--- src/dsn_pkg.sv ---
// Package for the drive speed normalizer: parameter numbers, register numbers,
// control word bit positions and timing counts.
// Assumes a single 200 MHz core clock shared by every user of this package.
package dsn_pkg;
    // Inverter register numbers.
    localparam logic [15:0] REG_MAX_FREQ     = 16'h0004;
    localparam logic [15:0] REG_FREQ_CMD     = 16'h0706;
    localparam logic [15:0] REG_OUT_FREQ     = 16'h080a;
    localparam logic [15:0] REG_FAULT_FIRST  = 16'h0811;
    // Parameter numbers served to the network side.
    localparam logic [15:0] PN_SETPOINT      = 16'h02c7;
    localparam logic [15:0] PN_ACTUAL        = 16'h02c8;
    localparam logic [15:0] PN_CTRL_WORD     = 16'h0341;
    localparam logic [15:0] PN_STAT_WORD     = 16'h0342;
    localparam logic [15:0] PN_TELEGRAM      = 16'h039a;
    localparam logic [15:0] PN_FAULT_COUNT   = 16'h03b0;
    localparam logic [15:0] PN_FAULT_NUM     = 16'h03b3;
    localparam logic [15:0] PN_PROFILE_ID    = 16'h03c5;
    // Fixed parameter values.
    localparam logic [15:0] TELEGRAM_VALUE   = 16'h0001;
    localparam logic [15:0] PROFILE_ID_VALUE = 16'h0304;
    localparam logic [15:0] NORM_FULL_SCALE  = 16'h4000;
    localparam int          NORM_SHIFT       = 14;
    // Control word bit positions.
    localparam int          CW_FAULT_ACK_BIT = 7;
    localparam int          CW_REMOTE_BIT    = 10;
    // Register port layout (own choice).
    localparam logic [3:0]  ADR_STATUS       = 4'h0;
    localparam logic [3:0]  ADR_MASK         = 4'h1;
    localparam logic [3:0]  ADR_MAX_FREQ     = 4'h2;
    localparam logic [3:0]  ADR_ACTUAL       = 4'h3;
    localparam logic [3:0]  ADR_FAULT_COUNT  = 4'h4;
    localparam int          IRQ_LINK_LOST    = 0;
    localparam int          IRQ_FAULT_ACK    = 1;
    localparam int          IRQ_NEW_FAULT    = 2;
    localparam int          IRQ_BITS         = 3;
    // Indicator blink: one blink each second, half on, half off.
    localparam int          CLK_HZ           = 200_000_000;
    localparam int          BLINK_PERIOD_MS  = 1000;
    localparam int          BLINK_HALF_CYC   = CLK_HZ / 1000 * BLINK_PERIOD_MS / 2;
endpackage

--- src/dsn_fault_mem.sv ---
// Small memory holding the four fault history entries read from the inverter.
// Assumes one writer and one reader in the core clock domain; read data is registered.
module dsn_fault_mem (
    // Clock and reset.
    input  wire logic        i_core_clk,
    input  wire logic        i_resetn,
    // Write port.
    input  wire logic        i_we,
    input  wire logic [1:0]  i_waddr,
    input  wire logic [15:0] i_wdata,
    // Read port.
    input  wire logic [1:0]  i_raddr,
    output logic      [15:0] o_rdata
);
    logic [15:0] mem_r [4];

    // Storage and registered read; entries clear at boot so reads are defined.
    always_ff @(posedge i_core_clk or negedge i_resetn) begin
        if (!i_resetn) begin
            for (int i = 0; i < 4; i++) mem_r[i] <= 16'h0000;
            o_rdata <= 16'h0000;
        end else begin
            if (i_we) mem_r[i_waddr] <= i_wdata;
            o_rdata <= mem_r[i_raddr];
        end
    end
endmodule

--- src/dsn_normalizer.sv ---
// Drive speed normalizer: scales network speed setpoints into inverter frequency
// commands and inverter output frequency back into normalized actual speed.
// Assumes an inverter register master outside that reads and writes the inverter
// by register number, and a network side presenting process data and parameter reads.
// Notes on behaviour
// - Each setpoint becomes setpoint times max frequency over 0x4000, written to register 1798.
// - Actual speed is register 2058 times 0x4000 over the max frequency.
// - The max frequency used by both scalings comes from inverter register 4.
// - The max frequency is fetched once after boot and never again until the next reset.
// - A normalized value of 0x4000 stands for 100 percent of max frequency both ways.
// - Normalized speeds are signed; positive is forward and negative is reverse.
// - Every served parameter is read-only and a parameter write changes nothing.
// - Parameters 711, 712, 833 and 834 return setpoint, actual speed, control and status word.
// - Parameter 922 reads as 1, standard telegram 1.
// - Parameter 965 reads as profile 3, version 4.
// - Parameter 947 serves fault entries from registers 2065 to 2068, with a fault counter.
// - On inverter link loss the status indicator blinks red once each second.
// - The inverter alarm is reset only on a rising edge of control word bit 7.
// - Setpoint and control word are taken only while control word bit 10 is set; the status word is taken every cycle.
//
// Our own choices: the address-and-strobe port and the address map.
module dsn_normalizer (
    // Clock and reset.
    input  wire logic        i_core_clk,
    input  wire logic        i_resetn,
    // Network process data.
    input  wire logic        i_pd_valid,
    input  wire logic [15:0] i_speed_setpoint_norm,
    input  wire logic [15:0] i_drive_control_word,
    input  wire logic [15:0] i_drive_status_word,
    // Network parameter access.
    input  wire logic        i_par_rd,
    input  wire logic        i_par_wr,
    input  wire logic [15:0] i_parameter_number,
    input  wire logic [1:0]  i_par_index,
    output logic             o_par_ack,
    output logic             o_par_err,
    output logic      [15:0] o_par_data,
    // Inverter register master.
    output logic             o_inv_rd,
    output logic             o_inv_wr,
    output logic      [15:0] o_inv_addr,
    output logic      [15:0] o_inv_wdata,
    input  wire logic        i_inv_done,
    input  wire logic [15:0] i_inv_rdata,
    input  wire logic        i_inv_link_ok,
    // Alarm reset and indicator.
    output logic             o_alarm_reset,
    output logic             o_status_led_red,
    // Software register port.
    input  wire logic [3:0]  i_reg_addr,
    input  wire logic [15:0] i_reg_wdata,
    input  wire logic        i_reg_wr,
    input  wire logic        i_reg_rd,
    output logic      [15:0] o_reg_rdata,
    output logic             o_irq
);
    typedef enum logic [2:0] {
        DSN_BOOT_RD, DSN_BOOT_WT, DSN_IDLE, DSN_CMD_WT, DSN_ACT_WT, DSN_FLT_WT
    } dsn_state_t;

    // Signed 16-bit saturation of a 48-bit signed quotient.
    function automatic logic [15:0] dsn_sat16(input logic signed [47:0] v);
        if (v > 48'sd32767) return 16'h7fff;
        else if (v < -48'sd32768) return 16'h8000;
        else return v[15:0];
    endfunction

    dsn_state_t           state_r, state_nxt;
    logic [15:0]          max_freq_r;
    logic [15:0]          setpoint_r;
    logic [15:0]          actual_r;
    logic [15:0]          ctrl_word_r;
    logic [15:0]          stat_word_r;
    logic                 ack_bit_prev_r;
    logic                 cmd_pend_r;
    logic [1:0]           flt_idx_r;
    logic [15:0]          fault_count_r;
    logic [15:0]          last_fault_r;
    logic [31:0]          blink_cnt_r;
    logic                 blink_r;
    logic [2:0]           irq_stat_r;
    logic [2:0]           irq_mask_r;
    logic                 link_ok_prev_r;
    logic [15:0]          flt_rdata;
    logic                 par_rd_d_r;
    logic [15:0]          par_num_d_r;
    logic                 par_wr_d_r;

    // Scaling datapath: signed products, division truncates toward zero.
    wire logic signed [47:0] sp_prod   = 48'(signed'(setpoint_r)) * 48'(signed'({1'b0, max_freq_r}));
    wire logic signed [47:0] cmd_quot  = sp_prod / 48'sd16384;
    wire logic signed [47:0] act_prod  = 48'(signed'(i_inv_rdata)) * 48'sd16384;
    wire logic signed [47:0] max_div   = (max_freq_r == 16'h0000) ? 48'sd1 :
                                         48'(signed'({1'b0, max_freq_r}));
    wire logic signed [47:0] act_quot  = act_prod / max_div;
    wire logic [15:0]        cmd_value = dsn_sat16(cmd_quot);
    wire logic [15:0]        act_value = dsn_sat16(act_quot);
    wire logic               pd_take   = i_pd_valid && i_drive_control_word[dsn_pkg::CW_REMOTE_BIT];
    wire logic               ack_rise  = ctrl_word_r[dsn_pkg::CW_FAULT_ACK_BIT] && !ack_bit_prev_r;
    wire logic               link_lost_ev = link_ok_prev_r && !i_inv_link_ok;
    wire logic               flt_done  = (state_r == DSN_FLT_WT) && i_inv_done;
    wire logic               new_fault = flt_done && (flt_idx_r == 2'd0) &&
                                         (i_inv_rdata != 16'h0000) && (i_inv_rdata != last_fault_r);
    wire logic [2:0]         irq_ev    = {new_fault, ack_rise, link_lost_ev};
    wire logic               rd_status = i_reg_rd && (i_reg_addr == dsn_pkg::ADR_STATUS);

    // Inverter access sequencer: one boot read, then command, actual and fault polls.
    always_comb begin
        state_nxt = state_r;
        unique case (state_r)
            DSN_BOOT_RD: state_nxt = DSN_BOOT_WT;
            DSN_BOOT_WT: if (i_inv_done) state_nxt = DSN_IDLE;
            DSN_IDLE:    state_nxt = cmd_pend_r ? DSN_CMD_WT : DSN_ACT_WT;
            DSN_CMD_WT:  if (i_inv_done) state_nxt = DSN_ACT_WT;
            DSN_ACT_WT:  if (i_inv_done) state_nxt = DSN_FLT_WT;
            DSN_FLT_WT:  if (i_inv_done) state_nxt = DSN_IDLE;
            default:     state_nxt = DSN_IDLE;
        endcase
    end

    // Request issue: a single-cycle strobe on entry to each wait state.
    wire logic start_cmd = (state_r == DSN_IDLE) && cmd_pend_r;
    wire logic start_act = ((state_r == DSN_IDLE) && !cmd_pend_r) ||
                           ((state_r == DSN_CMD_WT) && i_inv_done);
    wire logic start_flt = (state_r == DSN_ACT_WT) && i_inv_done;
    wire logic start_max = (state_r == DSN_BOOT_RD);

    always_ff @(posedge i_core_clk or negedge i_resetn) begin
        if (!i_resetn) begin
            state_r     <= DSN_BOOT_RD;
            o_inv_rd    <= 1'b0;
            o_inv_wr    <= 1'b0;
            o_inv_addr  <= 16'h0000;
            o_inv_wdata <= 16'h0000;
        end else begin
            state_r  <= state_nxt;
            o_inv_rd <= start_max || start_act || start_flt;
            o_inv_wr <= start_cmd;
            if (start_max) o_inv_addr <= dsn_pkg::REG_MAX_FREQ;
            else if (start_cmd) o_inv_addr <= dsn_pkg::REG_FREQ_CMD;
            else if (start_act) o_inv_addr <= dsn_pkg::REG_OUT_FREQ;
            else if (start_flt) o_inv_addr <= dsn_pkg::REG_FAULT_FIRST + {14'h0000, flt_idx_r};
            if (start_cmd) o_inv_wdata <= cmd_value;
        end
    end

    // Max frequency is captured only from the boot read; nothing else writes it.
    always_ff @(posedge i_core_clk or negedge i_resetn) begin
        if (!i_resetn) max_freq_r <= 16'h0000;
        else if ((state_r == DSN_BOOT_WT) && i_inv_done) max_freq_r <= i_inv_rdata;
    end

    // Process data latch; setpoint and control word ignored unless remote control is enabled.
    always_ff @(posedge i_core_clk or negedge i_resetn) begin
        if (!i_resetn) begin
            setpoint_r  <= 16'h0000;
            ctrl_word_r <= 16'h0000;
            stat_word_r <= 16'h0000;
            cmd_pend_r  <= 1'b0;
        end else begin
            stat_word_r <= i_drive_status_word;
            if (pd_take) begin
                setpoint_r  <= i_speed_setpoint_norm;
                ctrl_word_r <= i_drive_control_word;
            end
            if (pd_take) cmd_pend_r <= 1'b1;
            else if (start_cmd) cmd_pend_r <= 1'b0;
        end
    end

    // Actual speed and fault history update from inverter reads.
    always_ff @(posedge i_core_clk or negedge i_resetn) begin
        if (!i_resetn) begin
            actual_r      <= 16'h0000;
            flt_idx_r     <= 2'd0;
            fault_count_r <= 16'h0000;
            last_fault_r  <= 16'h0000;
        end else begin
            if ((state_r == DSN_ACT_WT) && i_inv_done) actual_r <= act_value;
            if (flt_done) flt_idx_r <= flt_idx_r + 2'd1;
            if (new_fault) begin
                fault_count_r <= fault_count_r + 16'h0001;
                last_fault_r  <= i_inv_rdata;
            end
        end
    end

    dsn_fault_mem u_fault_mem (
        .i_core_clk (i_core_clk),
        .i_resetn   (i_resetn),
        .i_we       (flt_done),
        .i_waddr    (flt_idx_r),
        .i_wdata    (i_inv_rdata),
        .i_raddr    (i_par_index),
        .o_rdata    (flt_rdata)
    );

    // Alarm reset fires only on a rising edge of the acknowledge bit.
    always_ff @(posedge i_core_clk or negedge i_resetn) begin
        if (!i_resetn) begin
            ack_bit_prev_r <= 1'b0;
            o_alarm_reset  <= 1'b0;
        end else begin
            ack_bit_prev_r <= ctrl_word_r[dsn_pkg::CW_FAULT_ACK_BIT];
            o_alarm_reset  <= ack_rise;
        end
    end

    // Parameter service: reads answered two cycles later, a write is refused.
    always_ff @(posedge i_core_clk or negedge i_resetn) begin
        if (!i_resetn) begin
            par_rd_d_r  <= 1'b0;
            par_wr_d_r  <= 1'b0;
            par_num_d_r <= 16'h0000;
        end else begin
            par_rd_d_r  <= i_par_rd;
            par_wr_d_r  <= i_par_wr && !i_par_rd;
            par_num_d_r <= i_parameter_number;
        end
    end

    // The fault memory read takes a cycle, so its data lines up with the request delayed by one cycle.
    wire logic [15:0] par_value =
        (par_num_d_r == dsn_pkg::PN_SETPOINT)    ? setpoint_r :
        (par_num_d_r == dsn_pkg::PN_ACTUAL)      ? actual_r :
        (par_num_d_r == dsn_pkg::PN_CTRL_WORD)   ? ctrl_word_r :
        (par_num_d_r == dsn_pkg::PN_STAT_WORD)   ? stat_word_r :
        (par_num_d_r == dsn_pkg::PN_TELEGRAM)    ? dsn_pkg::TELEGRAM_VALUE :
        (par_num_d_r == dsn_pkg::PN_PROFILE_ID)  ? dsn_pkg::PROFILE_ID_VALUE :
        (par_num_d_r == dsn_pkg::PN_FAULT_NUM)   ? flt_rdata :
        (par_num_d_r == dsn_pkg::PN_FAULT_COUNT) ? fault_count_r : 16'h0000;
    wire logic par_known =
        (par_num_d_r == dsn_pkg::PN_SETPOINT)   || (par_num_d_r == dsn_pkg::PN_ACTUAL) ||
        (par_num_d_r == dsn_pkg::PN_CTRL_WORD)  || (par_num_d_r == dsn_pkg::PN_STAT_WORD) ||
        (par_num_d_r == dsn_pkg::PN_TELEGRAM)   || (par_num_d_r == dsn_pkg::PN_PROFILE_ID) ||
        (par_num_d_r == dsn_pkg::PN_FAULT_NUM)  || (par_num_d_r == dsn_pkg::PN_FAULT_COUNT);

    always_ff @(posedge i_core_clk or negedge i_resetn) begin
        if (!i_resetn) begin
            o_par_ack  <= 1'b0;
            o_par_err  <= 1'b0;
            o_par_data <= 16'h0000;
        end else begin
            o_par_ack  <= par_rd_d_r || par_wr_d_r;
            o_par_err  <= par_wr_d_r || (par_rd_d_r && !par_known);
            o_par_data <= par_rd_d_r ? par_value : 16'h0000;
        end
    end

    // Link-loss blink: one second period from a counter that runs only while the link is lost.
    always_ff @(posedge i_core_clk or negedge i_resetn) begin
        if (!i_resetn) begin
            blink_cnt_r      <= 32'h0000_0000;
            blink_r          <= 1'b0;
            o_status_led_red <= 1'b0;
            link_ok_prev_r   <= 1'b1;
        end else begin
            link_ok_prev_r <= i_inv_link_ok;
            if (i_inv_link_ok) begin
                blink_cnt_r <= 32'h0000_0000;
                blink_r     <= 1'b0;
            end else if (blink_cnt_r == 32'(dsn_pkg::BLINK_HALF_CYC - 1)) begin
                blink_cnt_r <= 32'h0000_0000;
                blink_r     <= !blink_r;
            end else begin
                blink_cnt_r <= blink_cnt_r + 32'h0000_0001;
            end
            o_status_led_red <= !i_inv_link_ok && !blink_r;
        end
    end

    // Sticky events: a new event in the clearing read cycle survives the clear.
    always_ff @(posedge i_core_clk or negedge i_resetn) begin
        if (!i_resetn) begin
            irq_stat_r  <= 3'h0;
            irq_mask_r  <= 3'h0;
            o_irq       <= 1'b0;
            o_reg_rdata <= 16'h0000;
        end else begin
            irq_stat_r <= (rd_status ? 3'h0 : irq_stat_r) | irq_ev;
            if (i_reg_wr && (i_reg_addr == dsn_pkg::ADR_MASK)) irq_mask_r <= i_reg_wdata[2:0];
            o_irq <= |(((rd_status ? 3'h0 : irq_stat_r) | irq_ev) & irq_mask_r);
            if (i_reg_rd) begin
                unique case (i_reg_addr)
                    dsn_pkg::ADR_STATUS:      o_reg_rdata <= {13'h0000, irq_stat_r};
                    dsn_pkg::ADR_MASK:        o_reg_rdata <= {13'h0000, irq_mask_r};
                    dsn_pkg::ADR_MAX_FREQ:    o_reg_rdata <= max_freq_r;
                    dsn_pkg::ADR_ACTUAL:      o_reg_rdata <= actual_r;
                    dsn_pkg::ADR_FAULT_COUNT: o_reg_rdata <= fault_count_r;
                    default:                  o_reg_rdata <= 16'h0000;
                endcase
            end else begin
                o_reg_rdata <= 16'h0000;
            end
        end
    end

    // Checks on the datapath and control.
    property p_boot_once;
        @(posedge i_core_clk) disable iff (!i_resetn)
        (state_r != DSN_BOOT_WT) |=> $stable(max_freq_r);
    endproperty
    a_boot_once: assert property (p_boot_once) else $error("max frequency changed after boot");
    property p_cmd_addr;
        @(posedge i_core_clk) disable iff (!i_resetn)
        start_cmd |=> (o_inv_wr && o_inv_addr == dsn_pkg::REG_FREQ_CMD &&
                       o_inv_wdata == $past(cmd_value));
    endproperty
    a_cmd_addr: assert property (p_cmd_addr) else $error("frequency command not issued");
    property p_max_addr;
        @(posedge i_core_clk) disable iff (!i_resetn)
        start_max |=> (o_inv_rd && o_inv_addr == dsn_pkg::REG_MAX_FREQ);
    endproperty
    a_max_addr: assert property (p_max_addr) else $error("boot read address wrong");
    property p_act;
        @(posedge i_core_clk) disable iff (!i_resetn)
        (state_r == DSN_ACT_WT && i_inv_done) |=> actual_r == $past(act_value);
    endproperty
    a_act: assert property (p_act) else $error("actual speed not updated");
    property p_remote;
        @(posedge i_core_clk) disable iff (!i_resetn)
        (i_pd_valid && !i_drive_control_word[dsn_pkg::CW_REMOTE_BIT]) |=> $stable(setpoint_r);
    endproperty
    a_remote: assert property (p_remote) else $error("data taken without remote");
    property p_ack_edge;
        @(posedge i_core_clk) disable iff (!i_resetn)
        o_alarm_reset |-> ($past(ctrl_word_r[dsn_pkg::CW_FAULT_ACK_BIT]) &&
                           !$past(ack_bit_prev_r));
    endproperty
    a_ack_edge: assert property (p_ack_edge) else $error("alarm reset without edge");
    property p_par_wr;
        @(posedge i_core_clk) disable iff (!i_resetn)
        (i_par_wr && !i_par_rd) |=> ##1 (o_par_ack && o_par_err);
    endproperty
    a_par_wr: assert property (p_par_wr) else $error("parameter write accepted");
    property p_telegram;
        @(posedge i_core_clk) disable iff (!i_resetn)
        (i_par_rd && i_parameter_number == dsn_pkg::PN_TELEGRAM) |=>
            ##1 (o_par_data == dsn_pkg::TELEGRAM_VALUE);
    endproperty
    a_telegram: assert property (p_telegram) else $error("telegram value wrong");
    property p_profile;
        @(posedge i_core_clk) disable iff (!i_resetn)
        (i_par_rd && i_parameter_number == dsn_pkg::PN_PROFILE_ID) |=>
            ##1 (o_par_data == dsn_pkg::PROFILE_ID_VALUE);
    endproperty
    a_profile: assert property (p_profile) else $error("profile id wrong");
    property p_led_off;
        @(posedge i_core_clk) disable iff (!i_resetn)
        i_inv_link_ok |=> !o_status_led_red;
    endproperty
    a_led_off: assert property (p_led_off) else $error("indicator lit with link up");
    c_cmd:   cover property (@(posedge i_core_clk) disable iff (!i_resetn) start_cmd);
    c_ack:   cover property (@(posedge i_core_clk) disable iff (!i_resetn) o_alarm_reset);
    c_fault: cover property (@(posedge i_core_clk) disable iff (!i_resetn) new_fault);
endmodule

--- config.mk ---
export PLATFORM = sky130hd
export DESIGN_NAME = dsn_normalizer
export DESIGN_NICKNAME = d
export VERILOG_FILES = /design/src/dsn_pkg.sv /design/src/dsn_fault_mem.sv /design/src/dsn_normalizer.sv
export SDC_FILE = /design/constraint.sdc
export NUM_CORES = 2
export LEC_CHECK = 0
export BUFFER_PORTS_ARGS = -buffer_cell sky130_fd_sc_hd__buf_2
export CORE_MARGIN = 2
export CORE_UTILIZATION = 45
export DETAILED_ROUTE_END_ITERATION = 8
export PLACE_DENSITY = 0.67
export SLEW_MARGIN = 20
export SYNTH_ARGS = -nofsm -noshare
export SYNTH_HDL_FRONTEND = slang
export SYNTH_SLANG_ARGS = --single-unit
--- constraint.sdc ---
create_clock -name i_core_clk -period 245.1 [get_ports i_core_clk]
set_input_delay 49.02 -clock i_core_clk [delete_from_list [all_inputs] [get_ports i_core_clk]]
set_output_delay 49.02 -clock i_core_clk [all_outputs]
set_load 0.1 [all_outputs]
==> metrics list <==
- Synthesized instance count: 9,614
* Worst clock skew on the final layout: 29.72 ps
- Adding up every negative setup slack in the final design gives 0 ps.
- The register with the most flip-flops in the final layout is u_fault_mem.mem_r.
- Among the stages of the critical path, the cell type that occurs most often is sky130_fd_sc_hd__o21a_1.
- Among all flip-flop cells after synthesis, the most frequent one is sky130_fd_sc_hd__dfrtp_1.
* Max-cap violations: 0
- Share of cells above drive strength 1: 8.455%
* Most frequent cell after synthesis: sky130_fd_sc_hd__nand2_1
- Core Rows: between 100 and 150
- Vias post-DR: 73,710
* Count of hold-fix buffers inserted at cts: 0
- Most numerous cell types in the synthesized netlist: 976 x sky130_fd_sc_hd__nand2_1, 809 x sky130_fd_sc_hd__nor2_1, 767 x sky130_fd_sc_hd__ha_1
- The clock period could shrink to 210,610 ps.
- Max Transition Viols Final: 0
- Max FFs per register: 64
* Antenna violations before repair: 12
* Post-Synthesis Mean Instance Area: 7.589 sq um
- Worst stage delay on the critical path: 1000 ps
- The worst setup path is captured at a flip-flop.
* Critical-path top delay cell: sky130_fd_sc_hd__o41ai_4
- Syn. warnings: 0
- For the pin with the worst max-slew slack, the measured transition is ~1100 ps.
* Clock tree from TritonCTS: done
- Antenna-violating nets left: 0
* Drt pass-1 iters: 6
* Leading area contributor after synthesis: sky130_fd_sc_hd__ha_1
- In this run the worst path has a maximum fanout of 43.
- The first global-routing pass estimated 373.1 mm of wire.
- Final count of negative-setup-slack endpoints: 0
- Maximum number of pins on one net before global-route repair: 108
* H-tree depth: 2
* Count of cell types in the netlist: 147
* Final Wtd Congestion: between 0.9 and 1
* Count of nets after finishing: 10,650
- Yosys mapped a number of flops with a built-in enable equal to 0.
- For this block, the initial DRC count from the detailed router was 6,277.
- Highest Clock Rate: 4.748 MHz
- Number of global-route vias before repair: 69,060
- The path class of the tightest hold or removal check is reg -> reg.
- Drt via density: 6.264
* Initial Utilization: between 40 and 50%
- The floorplan step set the die width to approximately 410 microns.
- Overflow left after global routing: 0
- CTS-repair resized insts: 0
- After legalization and detailed placement, the total HPWL measured ~190 mm.
* Filler cells: 15,900
- Die outline height: 406.7 microns
* TritonCTS Buffers: 34
* Layout-stage area growth over the synthesis result: 5.745%
- Sequential elements use between 10% and 20% of the synthesized area.
* Number of I/O pins: 182
- Setup fix buffers added after clock tree synthesis: 0
* Number of register bits inferred by synthesis: 319
- Root buffer cell: sky130_fd_sc_hd__clkbuf_16
- Total Routing Usage GR: about 27%
- Fraction of registers with async set or reset after synthesis: 100.0%
- The worst pin sits at a relative slew slack of roughly 28%.
- Data on the critical path is required at its endpoint by 245,590 ps.
* Minimum setup slack in the final design: 34,490 ps
- At the worst endpoint, the arrival time is 211,100 ps.
- Detailed-route DRC error count: 0
- Status: finished, final reports clean
- Before CTS, the worst setup slack after placement is 36,310 ps.
* Worst skew pair latency: roughly 580 ps
- STA classifies the critical path startpoint as an input pin.
* Crit Path Category: in -> reg
* Largest buffer count on any clock path: 3
* Die area: between 150,000 and 200,000 sq um
- Buffers placed on the I/O ports in this run total 161.
- The core region is approximately 160,000 sq um.
- Clock-pin slew was measured on the worst setup and hold paths at 70 ps.
- Clock tree synthesis found a total of 319 sinks.
* Routed wire length per instance: 19.92 microns
* Final routed wirelength across all metal layers: 234.4 mm
* Setup repair after global routing missed its margin: false
- Summing every instance area after synthesis gives 72,960 sq um.
- In this run the biggest area consumer among cell types represents 13.15% of the synthesized area.
- After layout, the worst path uses 85.93% of the clock period.
- Largest registers: u_fault_mem.mem_r (64), blink_cnt_r (32)
* Final Hold Viols: 0
* Leading cell types by total area after synthesis: sky130_fd_sc_hd__ha_1 13%, sky130_fd_sc_hd__dfrtp_1 11%, sky130_fd_sc_hd__xnor2_1 6.2%, sky130_fd_sc_hd__fa_1 5.4%, sky130_fd_sc_hd__nand2_1 5.0%
==> layout make-up <==
type / count / area [sq um] / share of cell area [%]
repair buffers: 294 / 1814 / 2.352
clock buffers: 47 / 969.7 / 1.257
multi-input cells: 8515 / 61960 / 80.31
clock inverters: 13 / 145.1 / 0.1881
flip-flops and latches: 319 / 7984 / 10.35
diodes: 4 / 10.01 / 0.01297
well taps: 2160 / 2703 / 3.503
inverters: 416 / 1562 / 2.024
==> worst paths after layout <==
kind / from / end / slack (ps) / cells after the start
min in group asynchronous: i_resetn / blink_cnt_r[11] / 48490 / 1
max in group asynchronous: i_resetn / o_reg_rdata[10] / 195080 / 2
max reg2reg: max_freq_r[8] / actual_r[15] / 47010 / 822
max: i_inv_rdata[3] / actual_r[15] / 34490 / 699
min: ack_bit_prev_r / o_alarm_reset / 420 / 1
min reg2reg: ack_bit_prev_r / o_alarm_reset / 420 / 1
==> metrics by stage <==
stage	std cells	utilization [%]	hold slack (ps)	instance area [sq um]
after floorplan	9638	-	382.1	73050
after global placement	11700	47.28	402.9	76010
after detailed placement	11700	47.29	403.8	76010
after CTS	11760	47.98	416.7	77130
after global routing	11770	47.99	431.0	77140
final	11770	47.99	418.2	77150
==> worst max-delay path: cells and delay by family <==
| family | cells | cell delay (ps) |
|---|---|---|
| AOI/OAI and AO/OA | 464 | 99660 |
| and+or+nand+nor | 161 | 43290 |
| adders and majority gates | 32 | 9640 |
| buffers and inverters | 37 | 7520 |
| muxes | 4 | 1190 |
| xor gates and xnor gates | 1 | 290 |
==> layer usage <==
layer	up-vias	share of wire (%)	global-route usage, %	routed length (microns)
met1	35450	46	38.33	108600
met5	-	0.056	0	131
li1	35550	-	-	-
met2	2367	45	44.65	105400
met4	16	2.3	6.543	5307
met3	332	6.4	2.556	14890
==> cell families after synthesis <==
family	synth area share [%]
flip-flops	10.94
buffers and inverters	4.406
AO/OA/AOI/OAI	27.52
multiplexers	3.994
AND/OR/NAND/NOR	25.31
adder cells (fa/ha/maj)	18.52
XOR/XNOR	9.307
other	0.005140
==> placed cells by master, fill, tap and decap left out, types with 236 or more instances in the layout <==
master | Yosys | final
sky130_fd_sc_hd__dfrtp_1 | 318 | 318
sky130_fd_sc_hd__a21oi_1 | 661 | 660
sky130_fd_sc_hd__xor2_1 | 236 | 236
sky130_fd_sc_hd__xnor2_1 | 517 | 517
sky130_fd_sc_hd__inv_1 | 409 | 394
sky130_fd_sc_hd__a21o_1 | 355 | 355
sky130_fd_sc_hd__nor3_1 | 428 | 425
sky130_fd_sc_hd__ha_1 | 767 | 767
sky130_fd_sc_hd__nor2_1 | 809 | 804
sky130_fd_sc_hd__nand2_1 | 976 | 975
sky130_fd_sc_hd__nand3_1 | 251 | 250
sky130_fd_sc_hd__o21ai_0 | 325 | 325
sky130_fd_sc_hd__o21a_1 | 316 | 316
Power is not shown: default switching activity piles up to over one toggle a cycle in this logic, so the estimate is an artifact.
